## config.mk

```make
export PLATFORM = sky130hd
export DESIGN_NAME = epc_top
export DESIGN_NICKNAME = d
export VERILOG_FILES = /design/src/epc_top.v
export VERILOG_INCLUDE_DIRS = /design/src
export SDC_FILE = /design/constraint.sdc
export NUM_CORES = 1
export LEC_CHECK = 0
export BUFFER_PORTS_ARGS = -buffer_cell sky130_fd_sc_hd__clkbuf_2
export CORE_UTILIZATION = 60
export CTS_CLUSTER_DIAMETER = 40
export DETAILED_ROUTE_END_ITERATION = 6
export PLACE_DENSITY = 0.81
export RECOVER_POWER = 25
export REMOVE_ABC_BUFFERS = 1
export SLEW_MARGIN = 20
export SYNTH_ARGS = -nofsm -noshare
export SYNTH_HDL_FRONTEND = slang
export SYNTH_SLANG_ARGS = --single-unit
```

## constraint.sdc

```tcl
create_clock -name clk -period 4.4 [get_ports clk]
set_clock_uncertainty 0.1 [all_clocks]
set_input_delay 0.44 -clock clk [delete_from_list [all_inputs] [get_ports clk]]
set_output_delay 0.44 -clock clk [all_outputs]
set_load 0.05 [all_outputs]
```

## src/epc_map.vh

```
// Register offsets, field positions, encodings and reset values for the enhanced PWM unit.
`ifndef EPC_MAP_VH
`define EPC_MAP_VH

// -----------------------------------------------------------------
// Register byte offsets
// -----------------------------------------------------------------
`define EPC_OFF_CTRL1   8'h00
`define EPC_OFF_CTRL2   8'h04
`define EPC_OFF_CTRL3   8'h08
`define EPC_OFF_CMP1    8'h0C
`define EPC_OFF_CMP2    8'h10
`define EPC_OFF_CMP3    8'h14
`define EPC_OFF_TIMCTL  8'h18
`define EPC_OFF_PERA    8'h1C
`define EPC_OFF_PERB    8'h20
`define EPC_OFF_DEAD    8'h24
`define EPC_OFF_TIMERS  8'h28
`define EPC_OFF_STAT    8'h2C
`define EPC_OFF_IRQEN   8'h30
`define EPC_OFF_IRQCLR  8'h34
`define EPC_OFF_OUTS    8'h38
`define EPC_OFF_SHADOW  8'h3C

// -----------------------------------------------------------------
// Timer three control bits
// -----------------------------------------------------------------
`define EPC_TC_T1ON     0
`define EPC_TC_T3ON     1
`define EPC_TC_CMPSEL   2
`define EPC_TC_PWMSEL   3
`define EPC_TC_TBAON    4
`define EPC_TC_TBBON    5
`define EPC_TC_ADON     6

// -----------------------------------------------------------------
// Unit mode field and output configuration encodings
// -----------------------------------------------------------------
`define EPC_MODE_TOGGLE 4'h2
`define EPC_MODE_CSET   4'h8
`define EPC_MODE_CCLR   4'h9
`define EPC_MODE_SWI    4'hA
`define EPC_MODE_SPEV   4'hB
`define EPC_MODE_PWM    2'h3
`define EPC_CFG_SINGLE  2'h0
`define EPC_CFG_FWD     2'h1
`define EPC_CFG_HALF    2'h2
`define EPC_CFG_REV     2'h3

// -----------------------------------------------------------------
// Status bits and reset values
// -----------------------------------------------------------------
`define EPC_ST_MATCH1   0
`define EPC_ST_T1OVF    3
`define EPC_ST_T3OVF    4
`define EPC_ST_ADC      5
`define EPC_ST_W        6
`define EPC_RST_CTRL    8'h00
`define EPC_RST_CMP     16'h0000
`define EPC_RST_PER     8'hFF
`define EPC_RST_TIMCTL  7'h00

`endif

```

## src/epc_top.v

```verilog
// Enhanced compare / PWM unit: special event trigger, multi-output PWM and APB registers.
//
// Behaviour
// [RULE1] Mode 1011 match pulses a trigger, units one/two
// [RULE2] Trigger resets the selected sixteen-bit timer
// [RULE3] Unit two trigger starts conversion when enabled
// [RULE4] Unit three trigger mode acts as 1010
// [RULE5] Trigger resets never set timer overflow flags
// [RULE6] Other compare modes behave as standard compare
// [RULE7] Single output equals standard PWM
// [RULE8] Four outputs A-D with selectable polarity
// [RULE9] Config from bits 7:6, mode from 3:0
// [RULE10] Config selects one, two or four pins
// [RULE11] Quad unit three D overrides unit four pin
// [RULE12] Timebase select bit in timer three control
// [RULE13] Controls load only at period boundary
// [RULE14] Dead-band loads at duty or period boundary
// [RULE15] Output starts after first timebase reset
// [RULE16] Software sets port direction bits itself
// [RULE17] Period match clears timer, sets output, copies duty
// [RULE18] Duty is eight high plus two low bits
// [RULE19] Trigger lasts one cycle per match
//
// Chosen here: the placing of the registers and the APB slave port.
`timescale 1ns/1ps
`include "epc_map.vh"

module epc_top #(
  parameter TMR_W = 16,
  parameter TB_W  = 8
) (
  // Clock and reset
  input  wire        clk,
  input  wire        reset,
  // APB slave
  input  wire        psel,
  input  wire        penable,
  input  wire        pwrite,
  input  wire [7:0]  paddr,
  input  wire [31:0] pwdata,
  output reg  [31:0] prdata,
  output reg         pready,
  output reg         pslverr,
  // Standard unit outputs to be overridden
  input  wire        std4Out,
  input  wire        std5Out,
  // Pins and events
  output reg  [11:0] pwmOut,
  output reg  [11:0] pinUsed,
  output reg         pin4Out,
  output reg         pin5Out,
  output reg         adcStart,
  output reg         irq
);

  // ---------------------------------------------------------------
  // Storage
  // ---------------------------------------------------------------
  reg [7:0]       ctrl_r   [0:2];
  reg [15:0]      cmp_r    [0:2];
  reg [1:0]       cfgSh_r  [0:2];
  reg [1:0]       polSh_r  [0:2];
  reg [9:0]       dutySh_r [0:2];
  reg [2:0]       pwmOn_r;
  reg [2:0]       lvl_r;
  reg [2:0]       cmpOut_r;
  reg [2:0]       matchPrev_r;
  reg [TB_W-1:0]  tbCnt_r  [0:1];
  reg [1:0]       tbQ_r    [0:1];
  reg [TB_W-1:0]  per_r    [0:1];
  reg [TMR_W-1:0] t1_r;
  reg [TMR_W-1:0] t3_r;
  reg [6:0]       timCtl_r;
  reg [6:0]       deadReg_r;
  reg [6:0]       deadSh_r;
  reg             deadPend_r;
  reg [5:0]       stat_r;
  reg [5:0]       irqEn_r;

  integer         u;
  integer         t;
  integer         tTmr;
  integer         uUnit;
  integer         uPin;
  integer         uBus;

  // ---------------------------------------------------------------
  // Output mapping
  // ---------------------------------------------------------------
  // Returns {D,C,B,A} active levels before polarity.
  function [3:0] epc_route;
    input [1:0] cfg;
    input       lvl;
    begin
      case (cfg)
        `EPC_CFG_SINGLE: epc_route = {3'b000, lvl};
        `EPC_CFG_HALF:   epc_route = {2'b00, ~lvl, lvl};
        `EPC_CFG_FWD:    epc_route = {lvl, 2'b00, 1'b1};
        `EPC_CFG_REV:    epc_route = {1'b0, 1'b1, lvl, 1'b0};
        default:         epc_route = 4'b0000;
      endcase
    end
  endfunction

  // Pins that the configuration claims.
  function [3:0] epc_used;
    input [1:0] cfg;
    begin
      if (cfg[0])
        epc_used = 4'b1111;
      else if (cfg[1])
        epc_used = 4'b0011;
      else
        epc_used = 4'b0001;
    end
  endfunction

  // ---------------------------------------------------------------
  // Decode
  // ---------------------------------------------------------------
  wire             cmpSel  = timCtl_r[`EPC_TC_CMPSEL];
  wire             pwmSel  = timCtl_r[`EPC_TC_PWMSEL];
  wire [TMR_W-1:0] cmpTmr  = cmpSel ? t3_r : t1_r;
  wire [1:0]       tbOn    = {timCtl_r[`EPC_TC_TBBON], timCtl_r[`EPC_TC_TBAON]};
  wire             wrEn    = psel & penable & pready & pwrite;

  reg  [1:0]  tbBnd;
  reg  [2:0]  isPwm;
  reg  [2:0]  matchEv;
  reg  [2:0]  setEv;
  reg  [2:0]  swEv;
  reg  [2:0]  dutyHit;
  reg  [9:0]  cnt10;
  reg  [9:0]  dutyNew  [0:2];
  reg  [3:0]  mode;
  reg  [3:0]  pinLvl   [0:2];
  reg         setT1;
  reg         setT3;

  always @*
  begin
    for (t = 0; t < 2; t = t + 1)
      tbBnd[t] = tbOn[t] && (tbQ_r[t] == 2'b11) && (tbCnt_r[t] == per_r[t]);
    cnt10 = {tbCnt_r[pwmSel][7:0], tbQ_r[pwmSel]};
    for (u = 0; u < 3; u = u + 1)
    begin
      mode       = ctrl_r[u][3:0]; // see [RULE9]
      isPwm[u]   = (mode[3:2] == `EPC_MODE_PWM);
      matchEv[u] = (cmp_r[u] == cmpTmr) && !isPwm[u] && (mode[3] || mode == `EPC_MODE_TOGGLE)
                   && !matchPrev_r[u]; // see [RULE19]
      setEv[u]   = matchEv[u] && (mode == `EPC_MODE_SPEV) && (u < 2); // see [RULE1] [RULE4]
      swEv[u]    = matchEv[u]; // see [RULE6]
      dutyNew[u] = {cmp_r[u][7:0], ctrl_r[u][5:4]}; // see [RULE18]
      dutyHit[u] = pwmOn_r[u] && (cnt10 + 10'h001 == dutySh_r[u]); // see [RULE17]
      pinLvl[u]  = epc_route(cfgSh_r[u], lvl_r[u])
                   ^ {polSh_r[u][0], polSh_r[u][1], polSh_r[u][0], polSh_r[u][1]}; // see [RULE8]
    end
    setT1 = (|setEv[1:0]) && !cmpSel; // see [RULE2]
    setT3 = (|setEv[1:0]) && cmpSel; // see [RULE2]
  end

  // ---------------------------------------------------------------
  // Timers
  // ---------------------------------------------------------------
  always @(posedge clk)
  begin
    if (reset)
    begin
      t1_r <= {TMR_W{1'b0}};
      t3_r <= {TMR_W{1'b0}};
      for (tTmr = 0; tTmr < 2; tTmr = tTmr + 1)
      begin
        tbCnt_r[tTmr] <= {TB_W{1'b0}};
        tbQ_r[tTmr]   <= 2'b00;
      end
    end
    else
    begin
      if (setT1)
        t1_r <= {TMR_W{1'b0}};
      else if (timCtl_r[`EPC_TC_T1ON])
        t1_r <= t1_r + 1'b1;
      if (setT3)
        t3_r <= {TMR_W{1'b0}};
      else if (timCtl_r[`EPC_TC_T3ON])
        t3_r <= t3_r + 1'b1;
      for (tTmr = 0; tTmr < 2; tTmr = tTmr + 1)
        if (tbOn[tTmr])
        begin
          tbQ_r[tTmr] <= tbQ_r[tTmr] + 2'b01;
          if (tbQ_r[tTmr] == 2'b11)
            tbCnt_r[tTmr] <= tbBnd[tTmr] ? {TB_W{1'b0}} : tbCnt_r[tTmr] + 1'b1; // see [RULE17]
        end
    end
  end

  // ---------------------------------------------------------------
  // Compare and PWM units
  // ---------------------------------------------------------------
  always @(posedge clk)
  begin
    if (reset)
    begin
      pwmOn_r     <= 3'b000;
      lvl_r       <= 3'b000;
      cmpOut_r    <= 3'b000;
      matchPrev_r <= 3'b000;
      for (uUnit = 0; uUnit < 3; uUnit = uUnit + 1)
      begin
        cfgSh_r[uUnit]  <= 2'b00;
        polSh_r[uUnit]  <= 2'b00;
        dutySh_r[uUnit] <= 10'h000;
      end
    end
    else
    begin
      for (uUnit = 0; uUnit < 3; uUnit = uUnit + 1)
      begin
        matchPrev_r[uUnit] <= (cmp_r[uUnit] == cmpTmr) && !isPwm[uUnit]; // see [RULE19]
        if (matchEv[uUnit])
          case (ctrl_r[uUnit][3:0])
            `EPC_MODE_CSET:   cmpOut_r[uUnit] <= 1'b1;
            `EPC_MODE_CCLR:   cmpOut_r[uUnit] <= 1'b0;
            `EPC_MODE_TOGGLE: cmpOut_r[uUnit] <= ~cmpOut_r[uUnit];
            default:          cmpOut_r[uUnit] <= cmpOut_r[uUnit];
          endcase // see [RULE6]
        if (!isPwm[uUnit])
        begin
          pwmOn_r[uUnit] <= 1'b0;
          lvl_r[uUnit]   <= 1'b0;
        end
        else if (tbBnd[pwmSel])
        begin
          pwmOn_r[uUnit]  <= 1'b1; // see [RULE15]
          cfgSh_r[uUnit]  <= ctrl_r[uUnit][7:6]; // see [RULE13] [RULE12]
          polSh_r[uUnit]  <= ctrl_r[uUnit][1:0]; // see [RULE13]
          dutySh_r[uUnit] <= dutyNew[uUnit]; // see [RULE17]
          lvl_r[uUnit]    <= (dutyNew[uUnit] != 10'h000); // see [RULE17] [RULE7]
        end
        else if (dutyHit[uUnit])
          lvl_r[uUnit] <= 1'b0;
      end
    end
  end

  // ---------------------------------------------------------------
  // Pins, trigger and dead-band shadow
  // ---------------------------------------------------------------
  always @(posedge clk)
  begin
    if (reset)
    begin
      pwmOut     <= 12'h000;
      pinUsed    <= 12'h000;
      pin4Out    <= 1'b0;
      pin5Out    <= 1'b0;
      adcStart   <= 1'b0;
      deadSh_r   <= 7'h00;
      deadPend_r <= 1'b0;
    end
    else
    begin
      for (uPin = 0; uPin < 3; uPin = uPin + 1)
        if (isPwm[uPin] && pwmOn_r[uPin])
        begin
          pwmOut[4*uPin +: 4]  <= pinLvl[uPin];
          pinUsed[4*uPin +: 4] <= epc_used(cfgSh_r[uPin]); // see [RULE10]
        end
        else
        begin
          pwmOut[4*uPin +: 4]  <= {3'b000, cmpOut_r[uPin]};
          pinUsed[4*uPin +: 4] <= 4'b0001;
        end
      pin4Out  <= (pwmOn_r[2] && cfgSh_r[2][0]) ? pinLvl[2][3] : std4Out; // see [RULE11]
      pin5Out  <= (pwmOn_r[0] && cfgSh_r[0][0]) ? pinLvl[0][3] : std5Out;
      adcStart <= setEv[1] && timCtl_r[`EPC_TC_ADON]; // see [RULE3]
      if (deadPend_r && (tbBnd[pwmSel] || dutyHit[0]))
        deadSh_r <= deadReg_r; // see [RULE14]
      if (wrEn && paddr == `EPC_OFF_DEAD)
        deadPend_r <= 1'b1;
      else if (tbBnd[pwmSel] || dutyHit[0])
        deadPend_r <= 1'b0;
    end
  end

  // ---------------------------------------------------------------
  // Status and interrupt
  // ---------------------------------------------------------------
  wire [5:0] evVec = {adcStart,
                      timCtl_r[`EPC_TC_T3ON] && (&t3_r) && !setT3,
                      timCtl_r[`EPC_TC_T1ON] && (&t1_r) && !setT1,
                      swEv}; // see [RULE5]
  wire [5:0] clrVec = (wrEn && paddr == `EPC_OFF_IRQCLR) ? pwdata[5:0] : 6'h00;

  always @(posedge clk)
  begin
    if (reset)
    begin
      stat_r <= 6'h00;
      irq    <= 1'b0;
    end
    else
    begin
      stat_r <= (stat_r & ~clrVec) | evVec;
      irq    <= |(stat_r & irqEn_r);
    end
  end

  // ---------------------------------------------------------------
  // APB registers
  // ---------------------------------------------------------------
  reg [31:0] rdMux;
  reg        hit;

  always @*
  begin
    hit   = 1'b1;
    rdMux = 32'h0000_0000;
    case (paddr)
      `EPC_OFF_CTRL1:  rdMux = {24'h00_0000, ctrl_r[0]};
      `EPC_OFF_CTRL2:  rdMux = {24'h00_0000, ctrl_r[1]};
      `EPC_OFF_CTRL3:  rdMux = {24'h00_0000, ctrl_r[2]};
      `EPC_OFF_CMP1:   rdMux = {16'h0000, cmp_r[0]};
      `EPC_OFF_CMP2:   rdMux = {16'h0000, cmp_r[1]};
      `EPC_OFF_CMP3:   rdMux = {16'h0000, cmp_r[2]};
      `EPC_OFF_TIMCTL: rdMux = {25'h000_0000, timCtl_r};
      `EPC_OFF_PERA:   rdMux = {24'h00_0000, per_r[0]};
      `EPC_OFF_PERB:   rdMux = {24'h00_0000, per_r[1]};
      `EPC_OFF_DEAD:   rdMux = {25'h000_0000, deadReg_r};
      `EPC_OFF_TIMERS: rdMux = {t3_r, t1_r};
      `EPC_OFF_STAT:   rdMux = {26'h000_0000, stat_r};
      `EPC_OFF_IRQEN:  rdMux = {26'h000_0000, irqEn_r};
      `EPC_OFF_IRQCLR: rdMux = 32'h0000_0000;
      `EPC_OFF_OUTS:   rdMux = {4'h0, pinUsed, 2'b00, pin5Out, pin4Out, pwmOut};
      `EPC_OFF_SHADOW: rdMux = {15'h0000, deadSh_r, dutySh_r[0]};
      default:         hit   = 1'b0;
    endcase
  end

  always @(posedge clk)
  begin
    if (reset)
    begin
      pready    <= 1'b0;
      pslverr   <= 1'b0;
      prdata    <= 32'h0000_0000;
      timCtl_r  <= `EPC_RST_TIMCTL;
      deadReg_r <= 7'h00;
      irqEn_r   <= 6'h00;
      per_r[0]  <= `EPC_RST_PER;
      per_r[1]  <= `EPC_RST_PER;
      for (uBus = 0; uBus < 3; uBus = uBus + 1)
      begin
        ctrl_r[uBus] <= `EPC_RST_CTRL;
        cmp_r[uBus]  <= `EPC_RST_CMP;
      end
    end
    else
    begin
      pready  <= psel && !penable;
      pslverr <= psel && !penable && !hit;
      if (psel && !penable)
        prdata <= pwrite ? 32'h0000_0000 : rdMux;
      if (wrEn)
        case (paddr)
          `EPC_OFF_CTRL1:  ctrl_r[0] <= pwdata[7:0];
          `EPC_OFF_CTRL2:  ctrl_r[1] <= pwdata[7:0];
          `EPC_OFF_CTRL3:  ctrl_r[2] <= pwdata[7:0];
          `EPC_OFF_CMP1:   cmp_r[0]  <= pwdata[15:0];
          `EPC_OFF_CMP2:   cmp_r[1]  <= pwdata[15:0];
          `EPC_OFF_CMP3:   cmp_r[2]  <= pwdata[15:0];
          `EPC_OFF_TIMCTL: timCtl_r  <= pwdata[6:0];
          `EPC_OFF_PERA:   per_r[0]  <= pwdata[7:0];
          `EPC_OFF_PERB:   per_r[1]  <= pwdata[7:0];
          `EPC_OFF_DEAD:   deadReg_r <= pwdata[6:0];
          `EPC_OFF_IRQEN:  irqEn_r   <= pwdata[5:0];
          default:         irqEn_r   <= irqEn_r;
        endcase
    end
  end

endmodule

```

==> results of run 1 <==
==> per-layer routing <==
layer	global-route usage (%)	wire (um)	vias up
met5	0	0	-
met4	17.4	2250	0
met3	9.27	6260	153
met2	51.0	17800	834
met1	50.7	16300	5322
li1	-	-	4906
==> final cells by class <==
class / instances / share of cell area, %
multi-input cells: 933 / 40.1
clock buffers: 49 / 6.65
inverters: 8 / 0.193
clock inverters: 17 / 0.999
repair buffers: 108 / 3.18
flip-flops and latches: 286 / 46.5
well taps: 285 / 2.30
diodes: 1 / 0.0161
==> cells in the mapped netlist (9+ instances only) <==
cell	instances	area, um^2
clkbuf_1	69	259
nand2_1	120	450
nor3_2	11	110
xnor2_1	82	718
nand4_1	18	113
a222oi_1	25	250
and2_1	86	538
nand3b_1	9	67.6
a22oi_1	56	420
xor2_1	65	569
or2_2	13	81.3
nand3_1	57	285
o21ai_0	29	145
and3_1	20	125
nor3_1	36	180
mux2i_1	21	210
nor2_1	82	308
nor4_1	12	75.1
a21oi_1	75	375
edfxtp_1	150	4500
dfxtp_1	136	2720
==> stage by stage <==
step	total power, mW	area [um^2]	hold WS, ps	setup WS (ps)	cells
after floorplan	3.05	13500	338	1020	1227
after global placement	3.16	14400	340	740	1620
after detailed placement	3.17	14400	344	727	1620
after CTS	6.03	15600	102	673	1686
after global routing	6.16	15500	150	220	1686
final	6.03	15500	109	460	1687
==> flip-flops by register name, summed over array words and instances (netlist names), 12 cells and up, named ones only <==
register  flops
tbCnt_r      16
dutySh_r     30
t3_r         16
pwmOut       12
t1_r         16
per_r        16
cmp_r        48
ctrl_r       24
prdata       32
==> critical path: stages <==
cell and delay (ps):
clkbuf_1 1340, clkbuf_1 1330, nor2_1 320, and4_1 380, and2_1 230
==> path summary, 6_finish.rpt <==
path / startpoint / end / slack (ps) / cells after the start
worst min-delay path: std4Out / pin4Out$_SDFF_PP0_ / 110 / 3
worst max-delay path: reset / ctrl_r[0][19]$_DFFE_PP_ / 460 / 5
worst max register to register: timCtl_r[2]$_SDFFE_PP0P_ / stat_r[3]$_SDFF_PP0_ / 650 / 8
worst min register to register: prdata[5]$_SDFFE_PP0P_ / prdata[5]$_SDFFE_PP0P_ / 350 / 2
==> power by group through the flow <==
| stage | Sequential [mW] | Clock (mW) | Combinational, mW |
|---|---|---|---|
| floorplan | 2.94 | 0 | 0.108 |
| global placement | 2.96 | 0 | 0.199 |
| detailed placement | 2.96 | 0 | 0.204 |
| CTS | 2.91 | 2.91 | 0.205 |
| global route | 2.91 | 3.03 | 0.219 |
| finish | 2.91 | 2.91 | 0.207 |
==> logic make-up after synthesis <==
family | after synthesis | share of synthesized area, %
xor+xnor | 157 | 11.0
simple gates | 512 | 19.6
mux | 31 | 2.47
fa+ha+maj | 7 | 0.632
flops | 286 | 52.1
buf+inv | 92 | 3.00
compound gates | 226 | 11.2
==> results.toml, run 1 <==
[clock_network]
cts-htree-levels = 2
cts_buffers = 36
clk_latency_ps = 520
clockBufferDepth = 3
ctsHoldBuffers = 0
clock-root-buffer = "clkbuf_16"
cts_resized = 0
cts_setup_buffers = 0
tritoncts = "done"
cts_num_sinks = 286
clkTransAtPathRegs_ps = 60

[power]
p_leak_nw = 5.39
power_density_mw_per_mm2 = 388
p_clk_share_pct = 48.3
p_int_mw = 4.65
power_frac_comb_pct = 3.4
ir_drop_uv = 344
p_sw_share_pct = 22.9
p_switching_mw = 1.38
seq_power_share_pct = 48.3

[setup_path]
criticalPathCategory = "input port to flop"
required_ps = 4540
end_kind = "flop"
cp_max_fo = 40
worstPathArrival_ps = 4080
critPathLaunchType = "input port"

[route]
routedWlPerCell_um = 25.3
drt_iter0_markers = 1826
ant_nets = 0
drc = 0
viasPerCell = 6.65
first_pass_iters = 6
num_vias = 11200
wl_mm = 42.6

[layout]
drive_gt1_share_pct = 10.3
utilization_pct = 68.6
nFillCells = 1715
syn_to_final_growth_pct = 12.0
multi_input_area_mm2 = 0.00623
mostFrequentLayoutCell = "edfxtp_1"
nets = 1427
regArea_mm2 = 0.00723
final_cell_mix = "edfxtp_1, dfxtp_1, nand2_1, and2_1"

[floorplan]
dieArea_mm2 = 0.0237
initial_utilization_pct = 61.2
pin_count = 109
num_rows = 55
die_x_um = 154
core_mm2 = 0.0226
die-height_um = 154

[placed_design]
dp_hpwl_mm = 30.5
portBuffers = 92
gp_congestion = 0.998

[timing]
min_period_ps = 3940
final_hold_viol_count = 0
setup-violations-final = 0
final.setup.tns_ps = 0
slew_violations = 81
layout_worst_path_cycle_share_pct = 89.5
worstMarginPinSlew_ps = 1910
rsz0062_at_grt = "false"
slew_headroom_pct = -27.2
max_freq_mhz = 254

[logic_synthesis]
synthCells = 1311
dominantRegCellSynth = "edfxtp_1"
ys_seq_area_share_pct = 52.1
ys_seq_elements = 286
netlist_area_mm2 = 0.0139
synth_edf_count = 150
ys_warn_count = 0
avgSynthCellArea_um2 = 10.6
synth_cell_type_count = 67
async_flop_share_pct = 0

[flow_run]
maxCapViolations = 2

[outcome]
violations = "max-capacitance violations, max-slew violations"
status = "finished with violations"

[global_route]
antenna_found_initial = 0
grt_pass1_vias = 10300
grt_max_degree = 44
grt.total_usage_pct = 35.8
grt_pass1_wl_mm = 62.5
grt_overflow = 0

[min_path]
hp-class = "input port to flop"
Power figures use the tool's default switching activity.
==> inputs of run 2 (changes only) <==
--- a/config.mk
+++ b/config.mk
@@ -6,13 +6,14 @@
 export SDC_FILE = /design/constraint.sdc
 export NUM_CORES = 1
 export LEC_CHECK = 0
-export BUFFER_PORTS_ARGS = -buffer_cell sky130_fd_sc_hd__clkbuf_2
+export BUFFER_PORTS_ARGS = -buffer_cell sky130_fd_sc_hd__buf_2
 export CORE_UTILIZATION = 60
 export CTS_CLUSTER_DIAMETER = 40
 export DETAILED_ROUTE_END_ITERATION = 6
 export PLACE_DENSITY = 0.81
 export RECOVER_POWER = 25
 export REMOVE_ABC_BUFFERS = 1
+export SKIP_CTS_REPAIR_TIMING = 1
 export SLEW_MARGIN = 20
 export SYNTH_ARGS = -nofsm -noshare
 export SYNTH_HDL_FRONTEND = slang
==> run 2 against run 1 <==
The run still ends with max-capacitance violations, max-slew violations left. Count of clock-buffer cells in the layout is 6 lower. Critical path depth is 3 higher. Flip-flop and latch count stayed put. Combinational power hardly changed. First-iteration DRC count is 15% higher. Die area stayed put. Via count is 0.45% higher. Power is 2.3% higher. Maximum frequency is 2.5% higher. Sequential share of layout area is 0.18 points lower. Largest cell class unchanged. Largest power group is now the clock network.
==> results.toml, run 2 (same netlist as run 1, synthesis figures left out) <==
[layout]
regMostFlops = "cmp_r"
drive_gt1_share_pct = 10.6
utilization_pct = 68.9
largest_reg_flops = 48
syn_to_final_growth_pct = 12.5
reg_top3 = "cmp_r (48), prdata (32), dutySh_r (30)"
mostFrequentLayoutCell = "edfxtp_1"
antenna_cells = 0
final_cell_mix = "edfxtp_1, dfxtp_1, nand2_1, nor2_1, xnor2_1"
nets = 1426

[setup_path]
rr_worst_depth = 8
cp_max_fo = 17
worstPathArrival_ps = 4050
criticalPathCategory = "flop to flop"
required_ps = 4610
end_kind = "flop"
worstReg2RegEnd = "stat_r[3]$_SDFF_PP0_"
timing.rr.start = "timCtl_r[2]$_SDFFE_PP0P_"
critPathLaunchType = "flop"
r2r_slack_ps = 560

[placed_design]
dp_hpwl_mm = 30.5
portBuffers = 92
gp_congestion = 1.00

[floorplan]
dieArea_mm2 = 0.0237
core_mm2 = 0.0226
initial_utilization_pct = 61.2
die-height_um = 154
pin_count = 109
num_rows = 55
die_x_um = 154

[route]
first_pass_iters = 7
viasPerCell = 6.69
wl_mm = 42.9
drc = 0
num_vias = 11300
routedWlPerCell_um = 25.5
drt_iter0_markers = 2094
ant_nets = 0

[clock_network]
tritoncts = "done"
cts-htree-levels = 2
clk_latency_ps = 530
clkTransAtPathRegs_ps = 60
cts_buffers = 36
cts_num_sinks = 286
clock-root-buffer = "clkbuf_16"
clockBufferDepth = 3

[timing]
final.setup.tns_ps = 0
worstMarginPinSlew_ps = 2320
final_hold_viol_count = 0
slew_headroom_pct = -54.3
slew_violations = 40
max_freq_mhz = 260
rsz0062_at_grt = "false"
min_period_ps = 3840
setup-violations-final = 0
layout_worst_path_cycle_share_pct = 87.3

[power]
p_leak_nw = 5.38
finalPower_mw = 6.17
power_density_mw_per_mm2 = 396
ir_drop_uv = 317

[min_path]
holdCritStartpoint = "std4Out"
min_to = "pin4Out$_SDFF_PP0_"
hp-class = "input port to flop"
holdPathStages = 3

[global_route]
grt_pass1_vias = 10300
grt_pass1_wl_mm = 62.9
grt_overflow = 0
grt.total_usage_pct = 36.2
antenna_found_initial = 1
grt_max_degree = 59

[outcome]
violations = "max-capacitance violations, max-slew violations"
status = "finished with violations"

[flow_run]
maxCapViolations = 1
run 2: cell types whose count changed in the layout (fill, tap and decap cells not counted), moves of 3 or more:
cell,before,now
clkinvlp_4,0,5
clkbuf_2,29,0
inv_6,6,3
clkbuf_8,4,1
buf_2,0,29
and2_1,85,79
and2_0,2,8
bufinv_16,1,4
clkbuf_1,72,68
run 2: how the worst max path moves through the flow:
stage | startpoint | to | slack, ps | depth (start not counted)
floorplan | tbCnt_r[0][6]$_SDFFCE_PP0P_ | cfgSh_r[0][0]$_SDFFCE_PN0P_ | 1020 | 6
global placement | timCtl_r[2]$_SDFFE_PP0P_ | stat_r[3]$_SDFF_PP0_ | 740 | 8
detailed placement | timCtl_r[2]$_SDFFE_PP0P_ | stat_r[3]$_SDFF_PP0_ | 720 | 8
CTS | timCtl_r[2]$_SDFFE_PP0P_ | stat_r[3]$_SDFF_PP0_ | 700 | 8
global route | timCtl_r[2]$_SDFFE_PP0P_ | t1_r[14]$_SDFFE_PP0P_ | 390 | 8
finish | timCtl_r[2]$_SDFFE_PP0P_ | stat_r[3]$_SDFF_PP0_ | 560 | 8
run 2: worst max-delay path, stage by stage, from the launching register on:
cell	delay [ps]
dfxtp_1	950
buf_4	330
mux2i_1	400
o21ai_0	130
nor4_1	290
nand2_1	150
or4_4	560
a21oi_4	530
o31ai_1	150
run 2: per-layer routing:
layer / wire length (um) / vias to the layer above / global-route usage (%)
met2: 18000 / 881 / 51.8
met5: 0 / - / 0
met4: 2180 / 0 / 17.4
met3: 6280 / 145 / 8.85
li1: - / 4894 / -
met1: 16400 / 5346 / 51.4
run 2: through the flow:
stage / hold slack, ps / cells / worst slack [ps] / instance area [um^2]
3_5_place_dp: 346 / 1619 / 721 / 14400
6_report: 140 / 1684 / 558 / 15600
4_1_cts: 136 / 1684 / 701 / 15700
3_3_place_gp: 337 / 1619 / 737 / 14400
5_1_grt: 162 / 1684 / 395 / 15600
2_1_floorplan: 338 / 1227 / 1020 / 13500
run 2: where the power goes:
group | switching (mW) | total (mW) | internal (mW)
combinational | 0.138 | 0.208 | 0.0694
clock | 1.19 | 3.05 | 1.86
sequential | 0.0678 | 2.91 | 2.85
run 2: layout make-up:
| cell class | count | area, um^2 |
|---|---|---|
| sequential | 286 | 7230 |
| clock inverter | 22 | 275 |
| clock buffer | 43 | 980 |
| timing repair buffer | 107 | 490 |
| multi-input combinational | 933 | 6230 |
| inverter | 8 | 30.0 |
| fill | 1687 | 7050 |
| tap | 285 | 357 |
==> inputs of run 3 (changes only) <==
--- a/config.mk
+++ b/config.mk
@@ -6,11 +6,12 @@
 export SDC_FILE = /design/constraint.sdc
 export NUM_CORES = 1
 export LEC_CHECK = 0
+export ABC_AREA = 1
 export BUFFER_PORTS_ARGS = -buffer_cell sky130_fd_sc_hd__buf_2
-export CORE_UTILIZATION = 60
+export CORE_UTILIZATION = 61
 export CTS_CLUSTER_DIAMETER = 40
 export DETAILED_ROUTE_END_ITERATION = 6
-export PLACE_DENSITY = 0.81
+export PLACE_DENSITY = 0.82
 export RECOVER_POWER = 25
 export REMOVE_ABC_BUFFERS = 1
 export SKIP_CTS_REPAIR_TIMING = 1
==> run 3 against run 2 <==
Sequential share of layout area down 1.3 points. Utilization up 1.8 points. Combinational power rose by 25%. Routed wire length grew 8.7%. Flip-flop and latch count unchanged. Via count rose by 16%. Global-route usage up 3.2 points. Power decreased by 0.24%. Largest cell class unchanged. Maximum frequency grew 2.9%. The flow still finishes with violations (max-capacitance violations, max-slew violations). Worst setup slack improved by 110 ps. Area after synthesis up 2.1%.
==> results.toml, run 3 <==
[floorplan]
initial_utilization_pct = 62.4
num_rows = 55
die_x_um = 154
core_mm2 = 0.0227
dieArea_mm2 = 0.0238
die-height_um = 154
pin_count = 109

[power]
p_leak_nw = 6.37
ir_drop_uv = 388
power_density_mw_per_mm2 = 384

[timing]
rsz0062_at_grt = "false"
final.setup.tns_ps = 0
slew_violations = 34
final_hold_viol_count = 0
worstMarginPinSlew_ps = 2020
setup-violations-final = 0
slew_headroom_pct = -34.4
max_freq_mhz = 268
min_period_ps = 3740
layout_worst_path_cycle_share_pct = 84.9

[global_route]
grt.total_usage_pct = 39.4
grt_overflow = 0
grt_max_degree = 34
grt_pass1_wl_mm = 69.0
grt_pass1_vias = 11800
antenna_found_initial = 0

[layout]
nFillCells = 1837
mostFrequentLayoutCell = "nand2_1"
syn_to_final_growth_pct = 13.3
utilization_pct = 70.7
final_cell_mix = "nand2_1, nor2_1, inv_1, edfxtp_1, dfxtp_1"
regMostFlops = "cmp_r"
drive_gt1_share_pct = 8.78
nets = 1905
reg_top3 = "cmp_r (48), prdata (32), dutySh_r (30)"
largest_reg_flops = 48

[clock_network]
cts_num_sinks = 286
cts-htree-levels = 2
clock-root-buffer = "clkbuf_16"
clockBufferDepth = 3
clkTransAtPathRegs_ps = 60
tritoncts = "done"
clk_latency_ps = 520
cts_buffers = 36

[route]
routedWlPerCell_um = 21.5
wl_mm = 46.6
num_vias = 13100
ant_nets = 0
first_pass_iters = 6
drt_iter0_markers = 1676
viasPerCell = 6.03
drc = 0

[logic_synthesis]
synthCells = 1747
synth_top_area_share_pct = 31.8
ys_warn_count = 0
yosysMostFrequentCell = "nand2_1"
ys_seq_elements = 286
dominantRegCellSynth = "edfxtp_1"
ys_top_cells_by_count = "nand2_1, nor2_1, inv_1"
avgSynthCellArea_um2 = 8.11
ys_top_cells_by_area = "edfxtp_1, dfxtp_1, nand2_1, nor2_1, inv_1"
async_flop_share_pct = 0
ys_seq_area_share_pct = 51.0
netlist_area_mm2 = 0.0142
synth_edf_count = 150
synth_area_leader_cell = "edfxtp_1"
synth_cell_type_count = 52

[flow_run]
maxCapViolations = 2

[min_path]
hp-class = "input port to flop"

[setup_path]
critPathSlowestCell = "clkbuf_1"
critPathLaunchType = "input port"
crit_buf_inv = 4
crit_chain = "clkbuf_1 > clkbuf_1 > inv_1 > clkbuf_1 > nand2_1"
slowest_delay_ps = 920
cp_max_fo = 28
required_ps = 4450
cp_top_family = "buffers and inverters"
cp_common_cell = "clkbuf_1"
worstPathArrival_ps = 3780
end_kind = "flop"
criticalPathCategory = "input port to flop"

[outcome]
status = "finished with violations"
violations = "max-capacitance violations, max-slew violations"

[placed_design]
portBuffers = 92
dp_hpwl_mm = 35.2
gp_congestion = 1.06
[run 3: cell count changes after synthesis, moves of 23 or more]
| cell | previous run | this run |
|---|---|---|
| nor2_1 | 82 | 245 |
| o22ai_1 | 0 | 23 |
| and2_1 | 86 | 1 |
| o21ai_0 | 29 | 87 |
| clkbuf_1 | 69 | 29 |
| nand2_1 | 120 | 398 |
| inv_1 | 8 | 220 |
| xnor2_1 | 82 | 16 |
| a222oi_1 | 25 | 0 |
| a22oi_1 | 56 | 2 |
[run 3: worst reg2reg max path, stage by stage, from the launching register on]
cell and delay, ps:
dfxtp_1 660, inv_2 170, nand2_1 130, nand2_2 130, ha_1 370, inv_1 90
nand2_1 60, nand3_1 60, nor2_1 120, nand3_1 80, nor2_1 140, nand3_1 80
nor2_1 150, nand3_2 130, nand2_2 110, nand2_2 220, nand2_1 140, nand2_1 60
nor2_1 150
[run 3: routing by layer]
| metal | track usage [%] | up-vias | part of all wire [%] |
|---|---|---|---|
| met1 | 55.0 | 6028 | 39 |
| met4 | 17.8 | 0 | 5.3 |
| met2 | 59.1 | 895 | 42 |
| li1 | - | 5972 | - |
| met5 | 0 | - | 0 |
| met3 | 8.43 | 166 | 13 |
[run 3: final timing paths]
check / start / to / slack, ps / cells after the start
max reg2reg: flop / deadSh_r[2]$_SDFFE_PP0P_ / 1180 / 18
max: reset / dutySh_r[0][21]$_SDFFCE_PN0P_ / 660 / 5
min reg2reg: adcStart$_SDFF_PP0_ / stat_r[5]$_SDFF_PP0_ / 350 / 2
min: std4Out / pin4Out$_SDFF_PP0_ / 120 / 3
[run 3: kinds of logic (layout without fill, tap and decap cells)]
group | count (synthesis) | after routing | synth area share [%]
buffers and inverters | 273 | 405 | 7.69
other | 0 | 1 | 0
AO/OA/AOI/OAI | 264 | 264 | 10.8
XOR/XNOR | 72 | 72 | 4.45
flip-flops | 286 | 286 | 51.0
AND/OR/NAND/NOR | 845 | 845 | 25.4
adder cells (fa/ha/maj) | 7 | 7 | 0.618
[run 3: final cells by class]
| class | instances | area, um^2 | share of cell area [%] |
|---|---|---|---|
| diodes | 1 | 2.50 | 0.0156 |
| inverters | 227 | 852 | 5.31 |
| clock inverters | 22 | 248 | 1.54 |
| repair buffers | 112 | 509 | 3.17 |
| well taps | 285 | 357 | 2.22 |
| flip-flops and latches | 286 | 7230 | 45.0 |
| clock buffers | 44 | 983 | 6.13 |
| multi-input cells | 1188 | 5870 | 36.6 |
[run 3: power breakdown]
group	switching (mW)	total [mW]	internal [mW]
Sequential	0.0438	2.89	2.85
Clock	1.16	3.01	1.85
Combinational	0.194	0.259	0.0653
[run 3: metrics by stage]
step                      total power [mW]  instance area [um^2]  hold slack [ps]  setup WS, ps  instances
after CTS                             6.15                 16100              116          1260       2164
final                                 6.16                 16000              125           665       2165
after global placement                3.19                 14900              338          1110       2098
after detailed placement              3.19                 14900              346          1080       2098
after global routing                  6.29                 16000              146           690       2164
after floorplan                       3.07                 13900              336           945       1701
